`src/vip_consts.vh`:
```
// Constants for the vectored interrupt prioritizer
`ifndef VIP_CONSTS_VH
`define VIP_CONSTS_VH
// ---------------------------------------------------------------
// Register byte offsets
// ---------------------------------------------------------------
`define VIP_OFS_CTRL 8'h00
`define VIP_OFS_REQ 8'h04
`define VIP_OFS_LVLH 8'h08
`define VIP_OFS_LVLL 8'h0c
`define VIP_OFS_EDGE 8'h10
`define VIP_OFS_TRAP 8'h14
`define VIP_OFS_STAT 8'h18
`define VIP_OFS_CLR 8'h1c
`define VIP_OFS_EN 8'h20
`define VIP_OFS_VEC 8'h24
// ---------------------------------------------------------------
// Field positions and reset values
// ---------------------------------------------------------------
`define VIP_CTRL_GIE_BIT 0
`define VIP_NSLOT 15
`define VIP_SLOT_T1 0
`define VIP_SLOT_T0 1
`define VIP_SLOT_ADC 2
`define VIP_SLOT_PA7 3
`define VIP_SLOT_PA6 4
`define VIP_SLOT_PC3 11
`define VIP_RST_REQ 15'h0000
`define VIP_RST_LVL 15'h0000
`define VIP_RST_EDGE 8'h00
// Status bit positions: the four trap-class events, then vector take
`define VIP_ST_WDT 0
`define VIP_ST_POSC 1
`define VIP_ST_WOSC 2
`define VIP_ST_ILL 3
`define VIP_ST_TAKEN 4
`define VIP_NSTAT 5
// ---------------------------------------------------------------
// Vector addresses
// ---------------------------------------------------------------
`define VIP_VEC_RESET 16'h0002
`define VIP_VEC_WDT 16'h0004
`define VIP_VEC_ILL 16'h0006
`define VIP_VEC_T1 16'h000a
`define VIP_VEC_T0 16'h000c
`define VIP_VEC_ADC 16'h0016
`define VIP_VEC_PA7 16'h0018
`define VIP_VEC_PC3 16'h0030
`define VIP_VEC_POSC 16'h003a
`define VIP_VEC_WOSC 16'h003c
`endif

```
`src/vectored_interrupt_prioritizer.v`:
```
// Vectored interrupt prioritizer with APB register access
//
// How it works
// RULE1: seventeen sources feed sixteen vectors
// RULE2: twelve pin sources, five peripheral sources
// RULE3: comparator shares the port A pin 6 vector
// RULE4: eight selectable-edge pins, four dual-edge pins
// RULE5: port C 3..0 on 0030H..0036H, pin 3 first
// RULE6: port A 7..0 on 0018H..0026H, pin 7 first
// RULE7: each source gets one of three levels
// RULE8: watchdog interrupt uses 0004H below reset
// RULE9: vector MSB at even, LSB at odd address
// RULE10: polling leaves pending state readable, no vectoring
// RULE11: reset 0002H top, oscillator traps follow watchdog
// RULE12: illegal instruction trap 0006H after oscillator traps
// RULE13: converter and some pins absent on variants
// RULE14: timers 000AH/000CH, converter 0016H, reserved unused
// RULE15: highest ranked request wins, others stay pending
// RULE16: master enable set/cleared by listed events
// RULE17: level 3 over 2 over 1, traps level 3
// RULE18: sources signal one-cycle request pulses
// RULE19: pending set by pulse, cleared by ack or write
`timescale 1ns/1ps
`include "vip_consts.vh"
module vectored_interrupt_prioritizer #(
    parameter HAS_ADC = 1,
    parameter [7:0] PORT_A_PRESENT = 8'hff,
    parameter [3:0] PORT_C_PRESENT = 4'hf
) (
    input wire i_clk_sys, // System clock, 100 MHz
    input wire i_arst_n, // Asynchronous reset, active low
    input wire i_psel, // APB select
    input wire i_penable, // APB enable
    input wire i_pwrite, // APB write
    input wire [7:0] i_paddr, // APB byte address
    input wire [31:0] i_pwdata, // APB write data
    output reg [31:0] o_prdata, // APB read data
    output wire o_pready, // APB ready
    output wire o_pslverr, // APB error on unmapped address
    input wire i_t1_pulse, // Timer 1 request pulse
    input wire i_t0_pulse, // Timer 0 request pulse
    input wire i_adc_pulse, // Converter request pulse
    input wire i_cmp_pulse, // Comparator output request pulse
    input wire i_wdt_pulse, // Watchdog interrupt pulse
    input wire i_posc_fail, // Primary oscillator fail pulse
    input wire i_wosc_fail, // Watchdog oscillator fail pulse
    input wire i_illegal_op, // Illegal instruction pulse
    input wire [7:0] i_port_a, // Port A pins, asynchronous
    input wire [3:0] i_port_c, // Port C pins 3..0, asynchronous
    input wire i_ei, // Enable-interrupt instruction pulse
    input wire i_di, // Disable-interrupt instruction pulse
    input wire i_iret, // Return-from-interrupt pulse
    input wire i_trap_op, // Trap instruction pulse
    input wire i_ack, // Core takes the presented vector
    output reg [15:0] o_vector_msb_addr, // Even address, vector MSB
    output reg [15:0] o_vector_lsb_addr, // Odd address, vector LSB
    output reg o_vector_valid, // A vector is presented
    output wire o_global_irq_enable, // Master enable state
    output wire o_irq // Level interrupt from status
);
    // ---------------------------------------------------------------
    // Declarations
    // ---------------------------------------------------------------
    localparam NS = `VIP_NSLOT;
    reg gie_r;
    reg [NS-1:0] req_r;
    reg [NS-1:0] req_nxt;
    reg [NS-1:0] lvlh_r;
    reg [NS-1:0] lvll_r;
    reg [7:0] edge_r;
    reg [3:0] trap_r;
    reg [3:0] trap_nxt;
    reg [`VIP_NSTAT-1:0] stat_r;
    reg [`VIP_NSTAT-1:0] irq_en_r;
    reg [11:0] pin_s1_r;
    reg [11:0] pin_s2_r;
    reg [11:0] pin_prev_r;
    reg [NS-1:0] src;
    reg [NS-1:0] present;
    reg [NS-1:0] win_slot_r;
    reg [3:0] win_trap_r;
    reg [NS-1:0] win_slot;
    reg [3:0] win_trap;
    reg [15:0] win_vec;
    reg found;
    reg [1:0] lv;
    reg [31:0] rdata;
    reg hit;
    integer k;
    integer m;
    integer j;
    wire [11:0] rise;
    wire [11:0] fall;
    wire [11:0] pin_evt;
    wire wr;
    wire rd_setup;
    wire ack_go;

    // ---------------------------------------------------------------
    // APB decode
    // ---------------------------------------------------------------
    // Zero-wait slave; writes commit in the access phase
    assign o_pready = 1'b1;
    assign wr = i_psel & i_penable & i_pwrite;
    assign rd_setup = i_psel & ~i_penable & ~i_pwrite;
    assign o_pslverr = i_psel & i_penable & ~hit;
    assign o_global_irq_enable = gie_r;
    assign o_irq = |(stat_r & irq_en_r);
    assign ack_go = i_ack & o_vector_valid;

    // Address hit and read mux
    always @* begin
        hit = 1'b1;
        rdata = 32'h0000_0000;
        case (i_paddr)
            `VIP_OFS_CTRL: rdata[`VIP_CTRL_GIE_BIT] = gie_r;
            `VIP_OFS_REQ: rdata[NS-1:0] = req_r; // [RULE10]
            `VIP_OFS_LVLH: rdata[NS-1:0] = lvlh_r;
            `VIP_OFS_LVLL: rdata[NS-1:0] = lvll_r;
            `VIP_OFS_EDGE: rdata[7:0] = edge_r;
            `VIP_OFS_TRAP: rdata[3:0] = trap_r;
            `VIP_OFS_STAT: rdata[`VIP_NSTAT-1:0] = stat_r;
            `VIP_OFS_CLR: rdata = 32'h0000_0000;
            `VIP_OFS_EN: rdata[`VIP_NSTAT-1:0] = irq_en_r;
            `VIP_OFS_VEC: rdata[15:0] = o_vector_msb_addr;
            default: hit = 1'b0;
        endcase
    end

    // Read data captured in the setup cycle, stands through access
    always @(posedge i_clk_sys or negedge i_arst_n) begin
        if (!i_arst_n) begin
            o_prdata <= 32'h0000_0000;
        end else if (rd_setup) begin
            o_prdata <= rdata;
        end
    end

    // ---------------------------------------------------------------
    // Pin synchronisers and edge detection
    // ---------------------------------------------------------------
    // Two flops per pin, then a history flop for edges
    always @(posedge i_clk_sys or negedge i_arst_n) begin
        if (!i_arst_n) begin
            pin_s1_r <= 12'h000;
            pin_s2_r <= 12'h000;
            pin_prev_r <= 12'h000;
        end else begin
            pin_s1_r <= {i_port_a, i_port_c};
            pin_s2_r <= pin_s1_r;
            pin_prev_r <= pin_s2_r;
        end
    end
    assign rise = pin_s2_r & ~pin_prev_r;
    assign fall = ~pin_s2_r & pin_prev_r;

    // Port A selectable edge, port C both edges
    genvar g;
    generate
        for (g = 0; g < 8; g = g + 1) begin : g_pa
            assign pin_evt[4+g] = edge_r[g] ? rise[4+g] : fall[4+g]; // [RULE4]
        end
        for (g = 0; g < 4; g = g + 1) begin : g_pc
            assign pin_evt[g] = rise[g] | fall[g]; // [RULE4]
        end
    endgenerate

    // Map sources onto slots in rank order
    always @* begin
        src = {NS{1'b0}};
        present = {NS{1'b1}};
        src[`VIP_SLOT_T1] = i_t1_pulse; // [RULE14] [RULE18]
        src[`VIP_SLOT_T0] = i_t0_pulse; // [RULE14]
        src[`VIP_SLOT_ADC] = i_adc_pulse; // [RULE14]
        present[`VIP_SLOT_ADC] = (HAS_ADC != 0); // [RULE13]
        // Own loop index, so this block never wakes the resolver
        for (m = 0; m < 8; m = m + 1) begin
            // Pin 7 takes the lowest slot of port A
            src[`VIP_SLOT_PA7 + m] = pin_evt[11-m]; // [RULE6] [RULE2]
            present[`VIP_SLOT_PA7 + m] = PORT_A_PRESENT[7-m]; // [RULE13]
        end
        src[`VIP_SLOT_PA6] = pin_evt[10] | i_cmp_pulse; // [RULE3] [RULE1]
        for (m = 0; m < 4; m = m + 1) begin
            src[`VIP_SLOT_PC3 + m] = pin_evt[3-m]; // [RULE5] [RULE2]
            present[`VIP_SLOT_PC3 + m] = PORT_C_PRESENT[3-m]; // [RULE13]
        end
        src = src & present;
    end

    // ---------------------------------------------------------------
    // Pending request and trap state
    // ---------------------------------------------------------------
    // Ack or write clears, source pulse set wins over both
    always @* begin
        req_nxt = req_r;
        trap_nxt = trap_r;
        if (ack_go) begin
            req_nxt = req_r & ~win_slot_r; // [RULE19]
            trap_nxt = trap_r & ~win_trap_r;
        end
        if (wr && i_paddr == `VIP_OFS_REQ) begin
            req_nxt = i_pwdata[NS-1:0] & present; // [RULE19]
        end
        req_nxt = req_nxt | src; // [RULE19]
        trap_nxt = trap_nxt | {i_illegal_op, i_wosc_fail, i_posc_fail,
            i_wdt_pulse};
    end

    // Registers written by software and hardware
    always @(posedge i_clk_sys or negedge i_arst_n) begin
        if (!i_arst_n) begin
            gie_r <= 1'b0; // [RULE16]
            req_r <= `VIP_RST_REQ;
            trap_r <= 4'h0;
            lvlh_r <= `VIP_RST_LVL;
            lvll_r <= `VIP_RST_LVL;
            edge_r <= `VIP_RST_EDGE;
            stat_r <= {`VIP_NSTAT{1'b0}};
            irq_en_r <= {`VIP_NSTAT{1'b0}};
        end else begin
            req_r <= req_nxt;
            trap_r <= trap_nxt;
            // Master enable: clears win over sets
            if (i_di || ack_go || i_trap_op || i_illegal_op ||
                    i_posc_fail || i_wosc_fail) begin
                gie_r <= 1'b0; // [RULE16]
            end else if (wr && i_paddr == `VIP_OFS_CTRL) begin
                gie_r <= i_pwdata[`VIP_CTRL_GIE_BIT]; // [RULE16]
            end else if (i_ei || i_iret) begin
                gie_r <= 1'b1; // [RULE16]
            end
            if (wr && i_paddr == `VIP_OFS_LVLH) begin
                lvlh_r <= i_pwdata[NS-1:0]; // [RULE7]
            end
            if (wr && i_paddr == `VIP_OFS_LVLL) begin
                lvll_r <= i_pwdata[NS-1:0]; // [RULE7]
            end
            if (wr && i_paddr == `VIP_OFS_EDGE) begin
                edge_r <= i_pwdata[7:0]; // [RULE4]
            end
            if (wr && i_paddr == `VIP_OFS_EN) begin
                irq_en_r <= i_pwdata[`VIP_NSTAT-1:0];
            end
            // Sticky status, set wins over clear
            stat_r <= (stat_r & ~((wr && i_paddr == `VIP_OFS_CLR) ?
                i_pwdata[`VIP_NSTAT-1:0] : {`VIP_NSTAT{1'b0}})) |
                {ack_go, trap_nxt[3:0] & ~trap_r};
        end
    end

    // ---------------------------------------------------------------
    // Priority resolution
    // ---------------------------------------------------------------
    // Traps first in fixed order, then level 3, 2, 1 by slot order
    always @* begin
        win_slot = {NS{1'b0}};
        win_trap = 4'h0;
        win_vec = `VIP_VEC_RESET;
        found = 1'b0;
        // Watchdog at level 3 ahead of the traps, needs master enable
        if (trap_r[0] && gie_r) begin
            win_trap = 4'h1; // [RULE8] [RULE17]
            win_vec = `VIP_VEC_WDT;
            found = 1'b1;
        end else if (trap_r[1]) begin
            win_trap = 4'h2; // [RULE11]
            win_vec = `VIP_VEC_POSC;
            found = 1'b1;
        end else if (trap_r[2]) begin
            win_trap = 4'h4; // [RULE11]
            win_vec = `VIP_VEC_WOSC;
            found = 1'b1;
        end else if (trap_r[3]) begin
            win_trap = 4'h8; // [RULE12]
            win_vec = `VIP_VEC_ILL;
            found = 1'b1;
        end
        // Maskable slots only while the master enable is set
        for (j = 3; j >= 1; j = j - 1) begin
            for (k = 0; k < NS; k = k + 1) begin
                lv = {lvlh_r[k], lvll_r[k]};
                if (!found && gie_r && req_r[k] && lv == j[1:0]) begin
                    found = 1'b1; // [RULE17] [RULE15] [RULE10]
                    win_slot[k] = 1'b1;
                    if (k == `VIP_SLOT_ADC) begin
                        // Converter sits past the reserved gap
                        win_vec = `VIP_VEC_ADC; // [RULE14]
                    end else if (k < `VIP_SLOT_PA7) begin
                        win_vec = `VIP_VEC_T1 + {k[14:0], 1'b0}; // [RULE14]
                    end else if (k < `VIP_SLOT_PC3) begin
                        win_vec = `VIP_VEC_PA7 +
                            {k[14:0] - 15'd3, 1'b0}; // [RULE6]
                    end else begin
                        win_vec = `VIP_VEC_PC3 +
                            {k[14:0] - 15'd11, 1'b0}; // [RULE5]
                    end
                end
            end
        end
    end

    // Presented vector, registered; MSB at even, LSB at odd
    always @(posedge i_clk_sys or negedge i_arst_n) begin
        if (!i_arst_n) begin
            o_vector_msb_addr <= `VIP_VEC_RESET; // [RULE11]
            o_vector_lsb_addr <= `VIP_VEC_RESET | 16'h0001;
            o_vector_valid <= 1'b0;
            win_slot_r <= {NS{1'b0}};
            win_trap_r <= 4'h0;
        end else if (ack_go) begin
            // Drop the taken vector for one cycle, then re-resolve
            o_vector_valid <= 1'b0;
            win_slot_r <= {NS{1'b0}};
            win_trap_r <= 4'h0;
        end else begin
            o_vector_msb_addr <= win_vec; // [RULE9]
            o_vector_lsb_addr <= win_vec | 16'h0001; // [RULE9]
            o_vector_valid <= found; // [RULE15]
            win_slot_r <= win_slot;
            win_trap_r <= win_trap;
        end
    end
endmodule

```
`config.mk`:
```
export PLATFORM = sky130hd
export DESIGN_NAME = vectored_interrupt_prioritizer
export DESIGN_NICKNAME = d
export VERILOG_FILES = /design/src/vectored_interrupt_prioritizer.v
export VERILOG_INCLUDE_DIRS = /design/src
export SDC_FILE = /design/constraint.sdc
export NUM_CORES = 1
export LEC_CHECK = 0
export ABC_AREA = 1
export BUFFER_PORTS_ARGS = -buffer_cell sky130_fd_sc_hd__buf_2
export CORE_MARGIN = 4
export CORE_UTILIZATION = 35
export DETAILED_ROUTE_END_ITERATION = 10
export GPL_TIMING_DRIVEN = 0
export PLACE_DENSITY = 0.52
export SETUP_SLACK_MARGIN = 0.05
export SLEW_MARGIN = 10
export SYNTH_ARGS = -nofsm -noshare
export SYNTH_HDL_FRONTEND = slang
export SYNTH_SLANG_ARGS = --single-unit
```
`constraint.sdc`:
```
create_clock -name i_clk_sys -period 5.1 [get_ports i_clk_sys]
set_input_delay 0.255 -clock i_clk_sys [delete_from_list [all_inputs] [get_ports i_clk_sys]]
set_output_delay 0.255 -clock i_clk_sys [all_outputs]
set_load 0.1 [all_outputs]
```
==> metrics.md <==
| Metric | Value |
|---|---|
| Outcome | finished clean |
| Worst path slowest cell | dfrtp_1 |
| #FFs+latches synth | about 140 |
| Clk Latency, worst-skew pair | approximately 440 ps |
| Port bufs | slightly above 80 |
| Sw frac | 30.15% |
| Design area | around 0.009 sq mm |
| CP startpoint | trap_r[2]$_DFF_PN0_ |
| CTS Buf Count | 17 |
| Register-to-register setup slack | between 500 and 600 ps |
| Core area | between 0.02 and 0.025 sq mm |
| Adder-cell share of the synthesized area | 0% |
| Xor and xnor area share after synthesis | less than 1% |
| Final setup fails | 0 |
| # IOs | approximately 140 |
| DRC viols | 0 |
| Largest net degree at the start of global routing | 98 |
| DRT antenna net count | 0 |
| GR Util met3 | roughly 4.8% |
| Vias per std cell | just under 5 |
| Switching power | between 800 and 900 uW |
| Met1 Use GR | ~29% |
| CP startpoint kind | flip-flop |
| DR iter-0 viols | approximately 540 |
| Max cap viols | 0 |
| CP arrival | around 4900 ps |
| HPWL after detailed placement | roughly 18000 um |
| TritonCTS clock tree | yes |
| Final Core Density | approximately 44% |
| Slew margin rel. | approximately a quarter |
| Die ar. | 0.02389 sq mm |
| Simple-gate portion of the synthesized area | 26.00% |
| Initial core utilization | 35.65% |
| Clk buf depth | 2 |
| Most frequent CP cell | nand4_2 |
| Placement Cell Area | about 0.0084 sq mm |
| Synth area leader | dfrtp_1 |
| CTS H-Tree Depth | 4 |
| Reg2Reg Depth | 25 |
| FFs w/ async S/R, synth | 100.0% |
| Worst Setup EP | win_slot_r[14]$_DFF_PN0_ |
| Final hold violations | 0 |
| Total power | 2879 uW |
| R2r endpoint | win_slot_r[14]$_DFF_PN0_ |
| Layout cells sized above 1 | 17.82% |
| Total Neg Setup Slack | 0 ps |
| Vias | roughly 6700 |
| # clock sinks | 144 |
| Worst path max stage delay | 510 ps |
| Syn. warnings | 0 |
| Power share of the clock group | around 45% |
| Inst Count DP | about 1300 |
| DR WL/cell | about 18 um |
| R2r startpoint | trap_r[2]$_DFF_PN0_ |
| Fmax achieved | 220.5 MHz |
| CTS clk-pin slew, worst paths | around 70 ps |
| Total global routing overflow | 0 |
| Final period util | 88.94% |
| Synthesized instance count | between 900 and 1000 |
| Critical path class | flip-flop to flip-flop |
| P_int | around 2000 uW |
| EDFF count, synth | 0 |
| Post-synth top area share | a little under half |
| Clock skew | around 15 ps |
| Met2 GRT Util | roughly 32% |
| GP Congestion | between 0.9 and 1 |
| CTS root buffer | clkbuf_16 |
| Hold Path Class | primary input to flip-flop |
| Worst-Margin Slew | between 1000 and 1500 ps |
| Drt first pass iters | 5 |
| RSZ-0062 raised after global routing | false |
| Number of fillers in the final layout | about 2100 |
| Minimum clock period | between 4000 and 5000 ps |
| Area grow syn2layout | 22.27% |
| Non-Filler Instances | approximately 1400 |
| Seq pwr share | 41.5% |
| Slew Viols, Final | 0 |
| Chip width | around 150 um |
| Initial antenna violation count | 0 |
| Logic pwr share | ~14% |
| Synth Area in Compound Gates | between 10% and 20% |
| Main combinational cell family by area after synthesis | simple AND/OR/NAND/NOR gates |
| GR Util All Layers | between 20% and 30% |
| Nets | approximately 1200 |
| Die Span Y | around 150 um |
| Number of global-route vias before repair | 6591 |
| Routed WL | 24230 um |
| VDD IR-drop max | roughly 160 uV |
| Mux share of post-synthesis cell area | 0% |
| Syn Area/Cell | ~8.1 sq um |
| Row count | 53 |
| Leak | just over 0.004 uW |
| Worst Hold Launch | i_wdt_pulse |
| Worst path required time | between 5000 and 6000 ps |
| Synth top area cells | dfrtp_1, nand2_1, inv_1 |
| Crit Path Max Fanout | 7 |
| P per Cell Area | ~310 mW/mm^2 |
| Prevailing post-synth register cell | dfrtp_1 |
| CP endpoint kind | flip-flop |
| Post-synthesis sequential area ratio | a little under half |
| First-pass GRT wire length | ~38000 um |
| Synth Cell Area | 0.007517 sq mm |
| Gr busiest metal | met2 |
| Setup Buffers After CTS | 0 |
| Library cells used by synthesis | 43 |
| Antenna Cells | 0 |
[cell families after synthesis]
group,Yosys count
AND/OR/NAND/NOR,409
buffers and inverters,214
AO/OA/AOI/OAI,156
flip-flops,144
XOR/XNOR,4
other,2
[power groups by stage]
stage	clock network (uW)	registers (uW)	logic [uW]
after floorplan	0	1260	249
after global placement	0	1220	378
after detailed placement	0	1220	383
after CTS	1310	1200	391
after global routing	1370	1200	416
final	1290	1200	389
[metrics by stage]
step,setup slack (ps),hold WS (ps)
2_1_floorplan,1088,-40.59
3_3_place_gp,145.0,331.3
3_5_place_dp,231.5,175.8
4_1_cts,179.9,25.16
5_1_grt,97.92,32.45
6_report,564.0,30.86
[routing by layer]
metal  vias to the layer above  part of all wire (%)
li1                       3286                     -
met1                      3166                    46
met2                       190                    46
met3                        39                   6.0
met4                         0                   2.3
met5                         -                     0
[cell type report]
cell class	count	area (sq um)	share of cell area (%)
Buffer	64	417.9	4.547
Clock buffer	19	452.9	4.928
Clock inverter	13	155.1	1.688
Inverter	150	563.0	6.126
Multi-Input combinational cell	609	3080	33.51
Sequential cell	144	3605	39.22
Tap cell	275	344.1	3.744
Timing Repair Buffer	95	573.1	6.235
[worst min-delay path by stage]
stage	to	depth (start not counted)
2_1_floorplan	edge_r[0]$_DFFE_PN0P_	0
3_3_place_gp	pin_s2_r[8]$_DFF_PN0_	0
3_5_place_dp	irq_en_r[1]$_DFFE_PN0P_	1
4_1_cts	trap_r[0]$_DFF_PN0_	3
5_1_grt	req_r[0]$_DFF_PN0_	2
6_report	trap_r[0]$_DFF_PN0_	3
[worst max-delay path: cells and delay by family (launching register included)]
family | cells | cell delay (ps)
compound gates | 1 | 350
flops | 1 | 510
simple gates | 24 | 3540
[state kept, by name (all words and copies together) (netlist names)]
register             count
edge_r                   8
irq_en_r                 5
lvlh_r                  15
lvll_r                  15
o_global_irq_enable      1
o_prdata                15
o_vector_msb_addr        5
o_vector_valid           1
pin_prev_r              12
pin_s1_r                12
pin_s2_r                12
req_r                   15
stat_r                   5
trap_r                   4
win_slot_r              15
win_trap_r               4
[synthesized netlist by cell type (2+ instances only)]
cell       instances
a31oi_1            8
o22ai_1           10
nor2_4             6
a221oi_1           6
nor2_2             5
nor2_1            85
nand2_1          176
o41ai_1            2
a21oi_1           23
buf_1              2
and3_1             2
dfrtp_1          143
inv_1            144
nor3_1            52
clkinv_1           5
nand4_4            3
o211ai_1          10
buf_4             45
o21ai_0           76
nand3_1           28
a311o_1            3
o2111ai_1          9
conb_1             2
nand4_2            8
nor4_1            10
a22o_1             3
nand3_2            3
nand4_1           23
nand2_2            4
a21o_1             2
clkbuf_1          16
xnor2_1            4
[cell usage in the layout (no fill, tap or decap), types with 7 or more instances in the layout]
cell type      Yosys  final
dfrtp_1          143    143
nand4_1           23     23
nor2_1            85     83
a31oi_1            8      8
clkbuf_1          16     15
nand3_1           28     28
clkbuf_16          0     17
o211ai_1          10     10
nand2_1          176    176
dlygate4sd3_1      0     13
nor4_1            10     10
o21ai_0           76     76
inv_1            144    144
a21oi_1           23     23
conb_1             2     40
nand4_2            8      8
o2111ai_1          9      9
buf_2              0     81
nor2_2             5      7
buf_4             45     45
o22ai_1           10     10
nor3_1            52     52
[timing repair]
action	CTS	global route
resized for setup	0	6
setup endpoints to repair	0	5
endpoints found under the hold margin	58	0
hold buffers	13	0
Power figures use the tool's default switching activity.
